$ cat src/design/fmc_pkg.sv
// constants and carrier types of the float multiply / compare-flag-probe unit
// assumes one core clock (mclk) and a classic wishbone master for software access
//
// Overview of operation
// - less-than probe, opcode 145, one cycle, writes exception vector of a<b
// - probe leaves status word alone; its vector uses the status-word flag layout
// - denormal compare operand counts as zero and sets input-flushed bit 0x20
// - quiet NaN compare operand gives vector 0x10, the bad-operand bit
// - probe writes its target only when guard lsb is one
// - multiply, opcode 28, three cycles, slots 2 or 3, writes single product
// - product is rounded by the status word rounding-mode bits
// - denormal multiply operand becomes zero and sets input-flushed status flag
// - denormal product becomes zero and sets output-flushed status flag
// - multiply exceptions set sticky status flags, cleared only by status writes
// - flag update coincides with target write; updates OR into existing flags
// - multiply with guard lsb zero changes neither target nor any flag
// - infinity times zero gives 0xFFFFFFFF and sets bad-operand flag
// - overflow returns infinity 0x7F800000, or max finite where the rounding mode points toward zero, and sets too-large and precision-loss
// - product in denormal range returns zero, sets output-flushed, too-small, precision-loss
// - vector bits: precision-loss 1, too-small 2, too-large 3, output-flushed 6
package fmc_pkg;

    // ----------
    // opcodes and issue
    // ----------
    localparam logic [7:0] OPC_PROBE_LT = 8'h91;   // 145
    localparam logic [7:0] OPC_FMUL = 8'h1C;       // 28
    localparam int CMP_LATENCY = 1;
    localparam int MUL_LATENCY = 3;
    localparam logic [1:0] MUL_SLOT_A = 2'h2;
    localparam logic [1:0] MUL_SLOT_B = 2'h3;
    localparam int DEST_W = 7;

    // ----------
    // exception vector layout
    // ----------
    localparam int FLAG_W = 7;
    localparam int BIT_PRECISION_LOSS = 1;
    localparam int BIT_TOO_SMALL = 2;
    localparam int BIT_TOO_LARGE = 3;
    localparam int BIT_BAD_OPERAND = 4;
    localparam int BIT_INPUT_FLUSHED = 5;
    localparam int BIT_OUTPUT_FLUSHED = 6;
    localparam logic [FLAG_W-1:0] FLAG_IMPL_MASK = 7'h7E;

    // ----------
    // float constants
    // ----------
    localparam logic [31:0] QNAN_PATTERN = 32'hFFFFFFFF;
    localparam logic [7:0] EXP_ALL_ONES = 8'hFF;
    localparam logic [9:0] EXP_BIAS = 10'h07F;
    localparam logic [9:0] EXP_LIMIT = 10'h0FF;
    localparam logic [9:0] DENORM_FLOOR = 10'h3E9;  // -23 in ten-bit two's complement
    localparam logic [30:0] MAX_FINITE_MAG = 31'h7F7FFFFF;
    localparam logic [30:0] INF_MAG = 31'h7F800000;

    // ----------
    // register map (byte addresses) and fields
    // ----------
    localparam logic [7:0] ADDR_STATUS_WORD = 8'h00;
    localparam logic [7:0] ADDR_IRQ_STATUS = 8'h04;
    localparam logic [7:0] ADDR_IRQ_MASK = 8'h08;
    localparam int RMODE_LSB = 8;
    localparam logic [31:0] STATUS_WORD_RESET = 32'h00000000;
    localparam int IRQ_W = 3;
    localparam int IRQ_MUL_EXC = 0;
    localparam int IRQ_PROBE_EXC = 1;
    localparam int IRQ_REFUSED = 2;

    typedef enum logic [1:0] {
        RM_NEAREST = 2'b00,
        RM_TO_ZERO = 2'b01,
        RM_TO_POS = 2'b10,
        RM_TO_NEG = 2'b11
    } fmc_rmode_t;

    typedef struct packed {
        logic valid;
        logic guard;
        logic [7:0] opcode;
        logic [1:0] slot;
        logic [31:0] first_operand;
        logic [31:0] second_operand;
        logic [DEST_W-1:0] dest;
    } fmc_issue_t;

    typedef struct packed {
        logic valid;
        logic [DEST_W-1:0] dest;
        logic [31:0] data;
    } fmc_wb_t;

endpackage : fmc_pkg

$ cat src/design/fmc_cmp_probe.sv
// less-than flag probe: exception vector of first < second, one-cycle latency
// assumes issue logic on mclk; never touches the status word
`timescale 1ns/1ps
`default_nettype none
module fmc_cmp_probe (
    input wire logic mclk,
    input wire logic rst,
    input wire fmc_pkg::fmc_issue_t issue,
    output fmc_pkg::fmc_wb_t result,
    output logic flagged
);
    import fmc_pkg::*;

    logic take;
    logic [FLAG_W-1:0] vec_next;

    function automatic logic is_denorm(input logic [31:0] v);
        return (v[30:23] == 8'h00) && (v[22:0] != 23'h000000);
    endfunction : is_denorm

    function automatic logic is_nan(input logic [31:0] v);
        return (v[30:23] == EXP_ALL_ONES) && (v[22:0] != 23'h000000);
    endfunction : is_nan

    // ----------
    // flag computation
    // ----------
    // less-than is a signalling compare: any NaN raises bad-operand
    always_comb begin
        vec_next = '0;
        vec_next[BIT_INPUT_FLUSHED] = is_denorm(issue.first_operand)
            | is_denorm(issue.second_operand);
        vec_next[BIT_BAD_OPERAND] = is_nan(issue.first_operand)
            | is_nan(issue.second_operand);
        vec_next = vec_next & FLAG_IMPL_MASK;
    end

    assign take = issue.valid && issue.guard && (issue.opcode == OPC_PROBE_LT);

    // ----------
    // result register
    // ----------
    always_ff @(posedge mclk) begin
        if (rst) begin
            result <= '0;
            flagged <= 1'b0;
        end else begin
            result.valid <= take;
            flagged <= take && (vec_next != '0);
            if (take) begin
                result.dest <= issue.dest;
                result.data <= {{(32 - FLAG_W){1'b0}}, vec_next};
            end
        end
    end

endmodule : fmc_cmp_probe
`default_nettype wire

$ cat src/design/fmc_top.sv
// float multiplier with sticky status word, plus the less-than flag probe
// assumes issue logic and register file on mclk; wishbone classic slave for software
`timescale 1ns/1ps
`default_nettype none
module fmc_top #(
    parameter int LATENCY = fmc_pkg::MUL_LATENCY
) (
    input wire logic mclk,
    input wire logic rst,
    input wire logic wb_cyc_i,
    input wire logic wb_stb_i,
    input wire logic wb_we_i,
    input wire logic [7:0] wb_adr_i,
    input wire logic [31:0] wb_dat_i,
    input wire logic [3:0] wb_sel_i,
    output logic [31:0] wb_dat_o,
    output logic wb_ack_o,
    input wire fmc_pkg::fmc_issue_t cmp_issue,
    input wire fmc_pkg::fmc_issue_t mul_issue,
    output fmc_pkg::fmc_wb_t cmp_result,
    output fmc_pkg::fmc_wb_t mul_result,
    output logic [31:0] status_word,
    output logic irq
);
    import fmc_pkg::*;

    if (LATENCY < 1) begin : g_bad_latency
        $error("fmc_top: LATENCY must be at least 1");
    end

    // ------------------------------------------------------------------
    // declarations
    // ------------------------------------------------------------------
    logic [31:0] status_word_reg;
    logic [IRQ_W-1:0] irq_status_reg;
    logic [IRQ_W-1:0] irq_mask_reg;
    logic ack_reg;
    logic [31:0] rdata_reg;
    logic bus_write;
    logic bus_req;
    logic mul_take;
    logic mul_refused;
    logic probe_flagged;
    fmc_rmode_t rmode;

    logic [7:0] ea;
    logic [7:0] eb;
    logic a_zero;
    logic b_zero;
    logic a_inf;
    logic b_inf;
    logic a_nan;
    logic b_nan;
    logic sign;
    logic [47:0] mprod;
    logic hi;
    logic [23:0] mant;
    logic grd;
    logic sticky;
    logic inc;
    logic [24:0] mant_r;
    logic [9:0] exp_s;
    logic [9:0] exp_r;
    logic [31:0] prod_next;
    logic [FLAG_W-1:0] flags_next;

    logic pipe_valid [LATENCY];
    logic [DEST_W-1:0] pipe_dest [LATENCY];
    logic [31:0] pipe_prod [LATENCY];
    logic [FLAG_W-1:0] pipe_flags [LATENCY];

    // ------------------------------------------------------------------
    // compare flag probe
    // ------------------------------------------------------------------
    fmc_cmp_probe u_probe (
        .mclk(mclk),
        .rst(rst),
        .issue(cmp_issue),
        .result(cmp_result),
        .flagged(probe_flagged)
    );

    // ------------------------------------------------------------------
    // multiplier: issue acceptance
    // ------------------------------------------------------------------
    // a squashed multiply never enters the pipe, so it can raise no flag
    assign mul_take = mul_issue.valid && mul_issue.guard && (mul_issue.opcode == OPC_FMUL)
        && ((mul_issue.slot == MUL_SLOT_A) || (mul_issue.slot == MUL_SLOT_B));
    assign mul_refused = mul_issue.valid && mul_issue.guard && (mul_issue.opcode == OPC_FMUL)
        && !mul_take;
    assign rmode = fmc_rmode_t'(status_word_reg[RMODE_LSB +: 2]);

    // ------------------------------------------------------------------
    // multiplier: operand classes
    // ------------------------------------------------------------------
    // exponent zero covers both true zero and denormal, which flush to zero
    always_comb begin
        ea = mul_issue.first_operand[30:23];
        eb = mul_issue.second_operand[30:23];
        a_zero = (ea == 8'h00);
        b_zero = (eb == 8'h00);
        a_inf = (ea == EXP_ALL_ONES) && (mul_issue.first_operand[22:0] == 23'h000000);
        b_inf = (eb == EXP_ALL_ONES) && (mul_issue.second_operand[22:0] == 23'h000000);
        a_nan = (ea == EXP_ALL_ONES) && !a_inf;
        b_nan = (eb == EXP_ALL_ONES) && !b_inf;
        sign = mul_issue.first_operand[31] ^ mul_issue.second_operand[31];
    end

    // ------------------------------------------------------------------
    // multiplier: mantissa product, normalise, round
    // ------------------------------------------------------------------
    always_comb begin
        mprod = {1'b1, mul_issue.first_operand[22:0]} * {1'b1, mul_issue.second_operand[22:0]};
        hi = mprod[47];
        mant = hi ? mprod[47:24] : mprod[46:23];
        grd = hi ? mprod[23] : mprod[22];
        sticky = hi ? (mprod[22:0] != 23'h000000) : (mprod[21:0] != 22'h000000);
        exp_s = {2'b00, ea} + {2'b00, eb} - EXP_BIAS + {9'h000, hi};
        unique case (rmode)
            RM_NEAREST: inc = grd && (sticky || mant[0]);
            RM_TO_ZERO: inc = 1'b0;
            RM_TO_POS: inc = !sign && (grd || sticky);
            RM_TO_NEG: inc = sign && (grd || sticky);
        endcase
        mant_r = {1'b0, mant} + {24'h000000, inc};
        exp_r = exp_s + {9'h000, mant_r[24]};
    end

    // ------------------------------------------------------------------
    // multiplier: special cases and result selection
    // ------------------------------------------------------------------
    always_comb begin
        prod_next = '0;
        flags_next = '0;
        flags_next[BIT_INPUT_FLUSHED] = (a_zero && mul_issue.first_operand[22:0] != 23'h000000)
            || (b_zero && mul_issue.second_operand[22:0] != 23'h000000);
        if (a_nan || b_nan) begin
            prod_next = QNAN_PATTERN;
            // only a signalling NaN (quiet bit clear) is a bad operand
            flags_next[BIT_BAD_OPERAND] = (a_nan && !mul_issue.first_operand[22])
                || (b_nan && !mul_issue.second_operand[22]);
        end else if ((a_inf && b_zero) || (b_inf && a_zero)) begin
            prod_next = QNAN_PATTERN;
            flags_next[BIT_BAD_OPERAND] = 1'b1;
        end else if (a_inf || b_inf) begin
            prod_next = {sign, INF_MAG};
        end else if (a_zero || b_zero) begin
            prod_next = {sign, 31'h00000000};
        end else if (exp_s[9] || exp_s == 10'h000) begin
            // the flush is judged before rounding; a product that would round up
            // into the smallest normal is still flushed
            prod_next = 32'h00000000;
            flags_next[BIT_TOO_SMALL] = 1'b1;
            flags_next[BIT_PRECISION_LOSS] = 1'b1;
            flags_next[BIT_OUTPUT_FLUSHED] = ($signed(exp_s) >= $signed(DENORM_FLOOR) + 10'sd1)
                ;
        end else if (exp_r >= EXP_LIMIT) begin
            flags_next[BIT_TOO_LARGE] = 1'b1;
            flags_next[BIT_PRECISION_LOSS] = 1'b1;
            unique case (rmode)
                RM_NEAREST: prod_next = {sign, INF_MAG};
                RM_TO_ZERO: prod_next = {sign, MAX_FINITE_MAG};
                RM_TO_POS: prod_next = sign ? {1'b1, MAX_FINITE_MAG} : {1'b0, INF_MAG};
                RM_TO_NEG: prod_next = sign ? {1'b1, INF_MAG} : {1'b0, MAX_FINITE_MAG};
            endcase
        end else begin
            prod_next = {sign, exp_r[7:0], mant_r[24] ? mant_r[23:1] : mant_r[22:0]};
            flags_next[BIT_PRECISION_LOSS] = grd || sticky;
        end
    end

    // ------------------------------------------------------------------
    // multiplier: pipeline
    // ------------------------------------------------------------------
    always_ff @(posedge mclk) begin
        if (rst) begin
            pipe_valid[0] <= 1'b0;
            pipe_dest[0] <= '0;
            pipe_prod[0] <= '0;
            pipe_flags[0] <= '0;
        end else begin
            pipe_valid[0] <= mul_take;
            pipe_dest[0] <= mul_issue.dest;
            pipe_prod[0] <= prod_next;
            pipe_flags[0] <= flags_next;
        end
    end

    for (genvar i = 1; i < LATENCY; i++) begin : g_pipe
        always_ff @(posedge mclk) begin
            if (rst) begin
                pipe_valid[i] <= 1'b0;
                pipe_dest[i] <= '0;
                pipe_prod[i] <= '0;
                pipe_flags[i] <= '0;
            end else begin
                pipe_valid[i] <= pipe_valid[i-1];
                pipe_dest[i] <= pipe_dest[i-1];
                pipe_prod[i] <= pipe_prod[i-1];
                pipe_flags[i] <= pipe_flags[i-1];
            end
        end
    end

    assign mul_result.valid = pipe_valid[LATENCY-1];
    assign mul_result.dest = pipe_dest[LATENCY-1];
    assign mul_result.data = pipe_prod[LATENCY-1];

    // ------------------------------------------------------------------
    // wishbone slave
    // ------------------------------------------------------------------
    // ack comes one cycle after the strobe and drops the cycle after
    assign bus_req = wb_cyc_i && wb_stb_i && !ack_reg;
    assign bus_write = bus_req && wb_we_i;

    always_ff @(posedge mclk) begin
        if (rst) begin
            ack_reg <= 1'b0;
        end else begin
            ack_reg <= bus_req;
        end
    end

    always_ff @(posedge mclk) begin
        if (rst) begin
            rdata_reg <= '0;
        end else if (bus_req && !wb_we_i) begin
            unique case (wb_adr_i)
                ADDR_STATUS_WORD: rdata_reg <= status_word_reg;
                ADDR_IRQ_STATUS: rdata_reg <= {{(32 - IRQ_W){1'b0}}, irq_status_reg};
                ADDR_IRQ_MASK: rdata_reg <= {{(32 - IRQ_W){1'b0}}, irq_mask_reg};
                default: rdata_reg <= 32'h00000000;
            endcase
        end
    end

    assign wb_ack_o = ack_reg;
    assign wb_dat_o = rdata_reg;

    // ------------------------------------------------------------------
    // status word
    // ------------------------------------------------------------------
    // the write lands in the strobe cycle; a flag raised in the same cycle
    // is ORed on top so a software clear never hides a fresh exception
    always_ff @(posedge mclk) begin
        if (rst) begin
            status_word_reg <= STATUS_WORD_RESET;
        end else begin
            status_word_reg <= (status_word_reg & ~{{(32 - FLAG_W){1'b0}}, FLAG_IMPL_MASK})
                | {{(32 - FLAG_W){1'b0}}, status_word_reg[FLAG_W-1:0] & FLAG_IMPL_MASK}
                | (pipe_valid[LATENCY-1]
                   ? {{(32 - FLAG_W){1'b0}}, pipe_flags[LATENCY-1]} : 32'h00000000)
                ;
            if (bus_write && wb_adr_i == ADDR_STATUS_WORD) begin
                for (int b = 0; b < 2; b++) begin
                    if (wb_sel_i[b]) begin
                        status_word_reg[b*8 +: 8] <= wb_dat_i[b*8 +: 8]
                            | ((pipe_valid[LATENCY-1] && b == 0)
                               ? {1'b0, pipe_flags[LATENCY-1]} : 8'h00);
                    end
                end
            end
        end
    end

    // bits outside the flag field and rounding mode read zero on status_word; a bus read returns them unmasked
    assign status_word = status_word_reg & {22'h000000, 2'h3, 1'b0, FLAG_IMPL_MASK};

    // ------------------------------------------------------------------
    // interrupts
    // ------------------------------------------------------------------
    always_ff @(posedge mclk) begin
        if (rst) begin
            irq_mask_reg <= '0;
        end else if (bus_write && wb_adr_i == ADDR_IRQ_MASK && wb_sel_i[0]) begin
            irq_mask_reg <= wb_dat_i[IRQ_W-1:0];
        end
    end

    always_ff @(posedge mclk) begin
        if (rst) begin
            irq_status_reg <= '0;
        end else begin
            // set wins over a write-one clear in the same cycle
            irq_status_reg <= (irq_status_reg
                & ~((bus_write && wb_adr_i == ADDR_IRQ_STATUS && wb_sel_i[0])
                    ? wb_dat_i[IRQ_W-1:0] : {IRQ_W{1'b0}}))
                | {mul_refused, probe_flagged,
                   pipe_valid[LATENCY-1] && (pipe_flags[LATENCY-1] != '0)};
        end
    end

    assign irq = (irq_status_reg & irq_mask_reg) != '0;

endmodule : fmc_top
`default_nettype wire

$ cat config.mk
export PLATFORM = sky130hd
export DESIGN_NAME = fmc_top
export DESIGN_NICKNAME = d
export VERILOG_FILES = /design/src/design/fmc_pkg.sv /design/src/design/fmc_cmp_probe.sv /design/src/design/fmc_top.sv
export SDC_FILE = /design/constraint.sdc
export NUM_CORES = 2
export LEC_CHECK = 0
export BUFFER_PORTS_ARGS = -buffer_cell sky130_fd_sc_hd__buf_2
export CAP_MARGIN = 20
export CORE_MARGIN = 3
export CORE_UTILIZATION = 62
export CTS_BUF_LIST = sky130_fd_sc_hd__clkbuf_4 sky130_fd_sc_hd__clkbuf_8
export CTS_CLUSTER_DIAMETER = 40
export DETAILED_ROUTE_END_ITERATION = 8
export GPL_ROUTABILITY_DRIVEN = 0
export PLACE_DENSITY = 0.85
export SLEW_MARGIN = 20
export SYNTH_ARGS = -nofsm -noshare
export SYNTH_HDL_FRONTEND = slang
export SYNTH_HIERARCHICAL = 1
export SYNTH_SLANG_ARGS = --single-unit
export TNS_END_PERCENT = 100
$ cat constraint.sdc
create_clock -name mclk -period 17.4 [get_ports mclk]
set_input_delay 3.48 -clock mclk [delete_from_list [all_inputs] [get_ports mclk]]
set_output_delay 3.48 -clock mclk [all_outputs]
set_load 0.005 [all_outputs]
==> flow_metrics.env <==
export IMPL_yosysSeqAreaShare_pct=13.4
export IMPL_cts_tree="built"
export IMPL_dp_hpwl_um=56300
export IMPL_worstSkewPairLatency_ns=0.46
export IMPL_ys_async_sr_fraction_pct=0
export IMPL_synth_top_area_share_pct=34.5
export IMPL_grt_overflow_total=0
export IMPL_core_um2=44400
export IMPL_ant_nets=0
export IMPL_reg2reg_setup_slack_ns=11.61
export IMPL_met3_usage_pct=6.59
export IMPL_hold_class="reg2reg"
export IMPL_reg_top3="pipe_prod x96, pipe_dest x21, pipe_flags x18"
export IMPL_cp_start_kind="input pin"
export IMPL_drt_pass1_iterations=8
export IMPL_ys_ff_latch=188
export IMPL_ios=361
export IMPL_drc_errors=0
export IMPL_fmaxAchievable_mhz=64.5
export IMPL_finalCritPeriodShare_pct=89.2
export IMPL_cp_slowest_cell="fa_1"
export IMPL_clock_root_buffer="clkbuf_8"
export IMPL_tightest_slew_ns=1.02
export IMPL_relSlewSlack_pct=30.7
export IMPL_crit_path_end_kind="flip-flop"
export IMPL_wl_per_cell_um=18.6
export IMPL_synth_area_top_cells="fa_1 (35%), dfxtp_1 (13%), ha_1 (8.6%), inv_1 (7.9%), nand2_1 (5.5%)"
export IMPL_required_ns=17.77
export IMPL_largest_register_ffs=96
export IMPL_fp_dieW_um=219
export IMPL_layout_common_cells="inv_1 (590), fa_1 (483), nand2_1 (410), buf_2 (266), and2_1 (231)"
export IMPL_synth_avg_cell_area_um2=8.64
export IMPL_cap_violations=0
export IMPL_final_common_cell="inv_1"
export IMPL_synthCells=3242
export IMPL_grt_usage_pct=31.6
export IMPL_setup_violations=0
export IMPL_synth_top_area_cell="fa_1"
export IMPL_top_usage_layer="met2"
export IMPL_grt_pass1_wl_um=119000
export IMPL_grt_met1_usage_pct=39.4
export IMPL_cts_hold_buf=0
export IMPL_status="complete, no violations"
export IMPL_yosys_most_used_dff="dfxtp_1"
export IMPL_finalCriticalPeriod_ns=15.51
export IMPL_synth_cell_types=87
export IMPL_vias_per_cell=5.71
export IMPL_yosysWarningCount=6
export IMPL_finClkSkew_ns=0.0186
export IMPL_die_y_um=219
export IMPL_finalHoldViolCount=0
export IMPL_path_max_fanout=33
export IMPL_cts_path_max_buffers=2
export IMPL_vias=22700
export IMPL_post_cts_buffers=0
export IMPL_max_stage_delay_ns=0.61
export IMPL_mappedNetlistArea_um2=28000
export IMPL_final_max_slew_violation_count=0
export IMPL_num_nets_final=4265
export IMPL_wirelength_um=74100
export IMPL_htree_levels=4
export IMPL_grt_max_degree=95
export IMPL_num_rows=77
export IMPL_antenna_found_initial=2
export IMPL_fp_dieArea_um2=47800
export IMPL_clk_pin_slew_ns=0.11
export IMPL_syn_to_final_growth_pct=5.72
export IMPL_rsz0062_at_grt="false"
export IMPL_first_iter_violations=1931
export IMPL_crit_top_cell="fa_1"
export IMPL_layout_drive_gt1_share_pct=10.3
export IMPL_grt_pass1_vias=23600
export IMPL_initial_core_util_pct=63.1
export IMPL_whs_ns=0.440
export IMPL_cts_buffers=17
export IMPL_port_buffers=267
export IMPL_finalSetupTns_ns=0
export IMPL_synth_edff_count=0
export IMPL_largest_register="pipe_prod"
export IMPL_cts_resized=0
export IMPL_cp_arrival_ns=15.89
export IMPL_path_class="in2reg"
export IMPL_numClockSinks=188
export IMPL_grt_use_met2_pct=52.5
==> metrics by stage <==
step	setup WS, ns	area (µm²)	util, %	cells
after global routing	1.31	29600	66.7	3981
after detailed placement	1.73	29200	65.8	3948
after global placement	1.87	29200	65.8	3948
after floorplan	2.73	28300	-	3310
final	1.89	29600	66.7	3981
after CTS	2.21	29600	66.7	3979
==> per-layer routing <==
metal | vias to the layer above | wire [µm]
li1 | 10200 | -
met1 | 11100 | 27600
met2 | 1234 | 35400
met3 | 274 | 7260
met4 | 0 | 3840
met5 | - | 0
==> area by class of cell <==
type / instances / area, µm²
Clock inverter: 13 / 148
Tap cell: 592 / 741
Inverter: 595 / 2240
Clock buffer: 18 / 248
Multi-Input combinational cell: 2299 / 21100
Antenna cell: 2 / 5.00
Sequential cell: 188 / 3760
Fill cell: 3521 / 14800
Timing Repair Buffer: 274 / 1390
==> critical path: cells and delay by family <==
family                   cells  cell delay, ns
buffers and inverters       11            2.32
XOR/XNOR                     1            0.09
AND/OR/NAND/NOR             13            2.86
AO/OA/AOI/OAI               12            2.27
adder cells (fa/ha/maj)     12            4.82
==> synth_stat cells (5+ instances only) <==
cell type / count
inv_1: 590
fa_1: 483
nand2_1: 410
and2_1: 231
ha_1: 192
dfxtp_1: 188
nor2_1: 154
clkbuf_1: 136
a21oi_1: 133
nor2b_1: 102
buf_4: 79
o21ai_0: 54
xnor2_1: 45
mux2i_1: 42
nor4_1: 41
nand3_1: 39
nor3_1: 37
nand4_1: 35
a21o_1: 21
xor2_1: 20
o21a_1: 15
a211oi_1: 12
or2_2: 12
and3_1: 11
o211ai_1: 11
buf_2: 8
or3_1: 8
o31ai_1: 7
or4_1: 7
a31oi_1: 6
mux2_2: 6
a311oi_1: 5
nand2b_1: 5
o2111ai_1: 5
==> kinds of logic after synthesis <==
kind of cell    share of synthesized area, %
compound gates                          7.38
other cells                           0.0268
xor+xnor                                2.03
simple gates                            20.1
mux                                     1.74
buf+inv                                 12.2
flops                                   13.4
fa+ha+maj                               43.1
==> path summary, 6_finish.rpt <==
path / startpoint / end / depth (start not counted)
worst min register to register: pipe_dest[0][3] / pipe_dest[1][3] / 1
worst max-delay path: mul_issue[61] / pipe_prod[0][19] / 49
worst max register to register: status_word_reg[9] / pipe_prod[0][19] / 27
worst min-delay path: pipe_dest[0][3] / pipe_dest[1][3] / 1
Power is not shown: default switching activity piles up to over one toggle a cycle in this logic, so the estimate is an artifact.
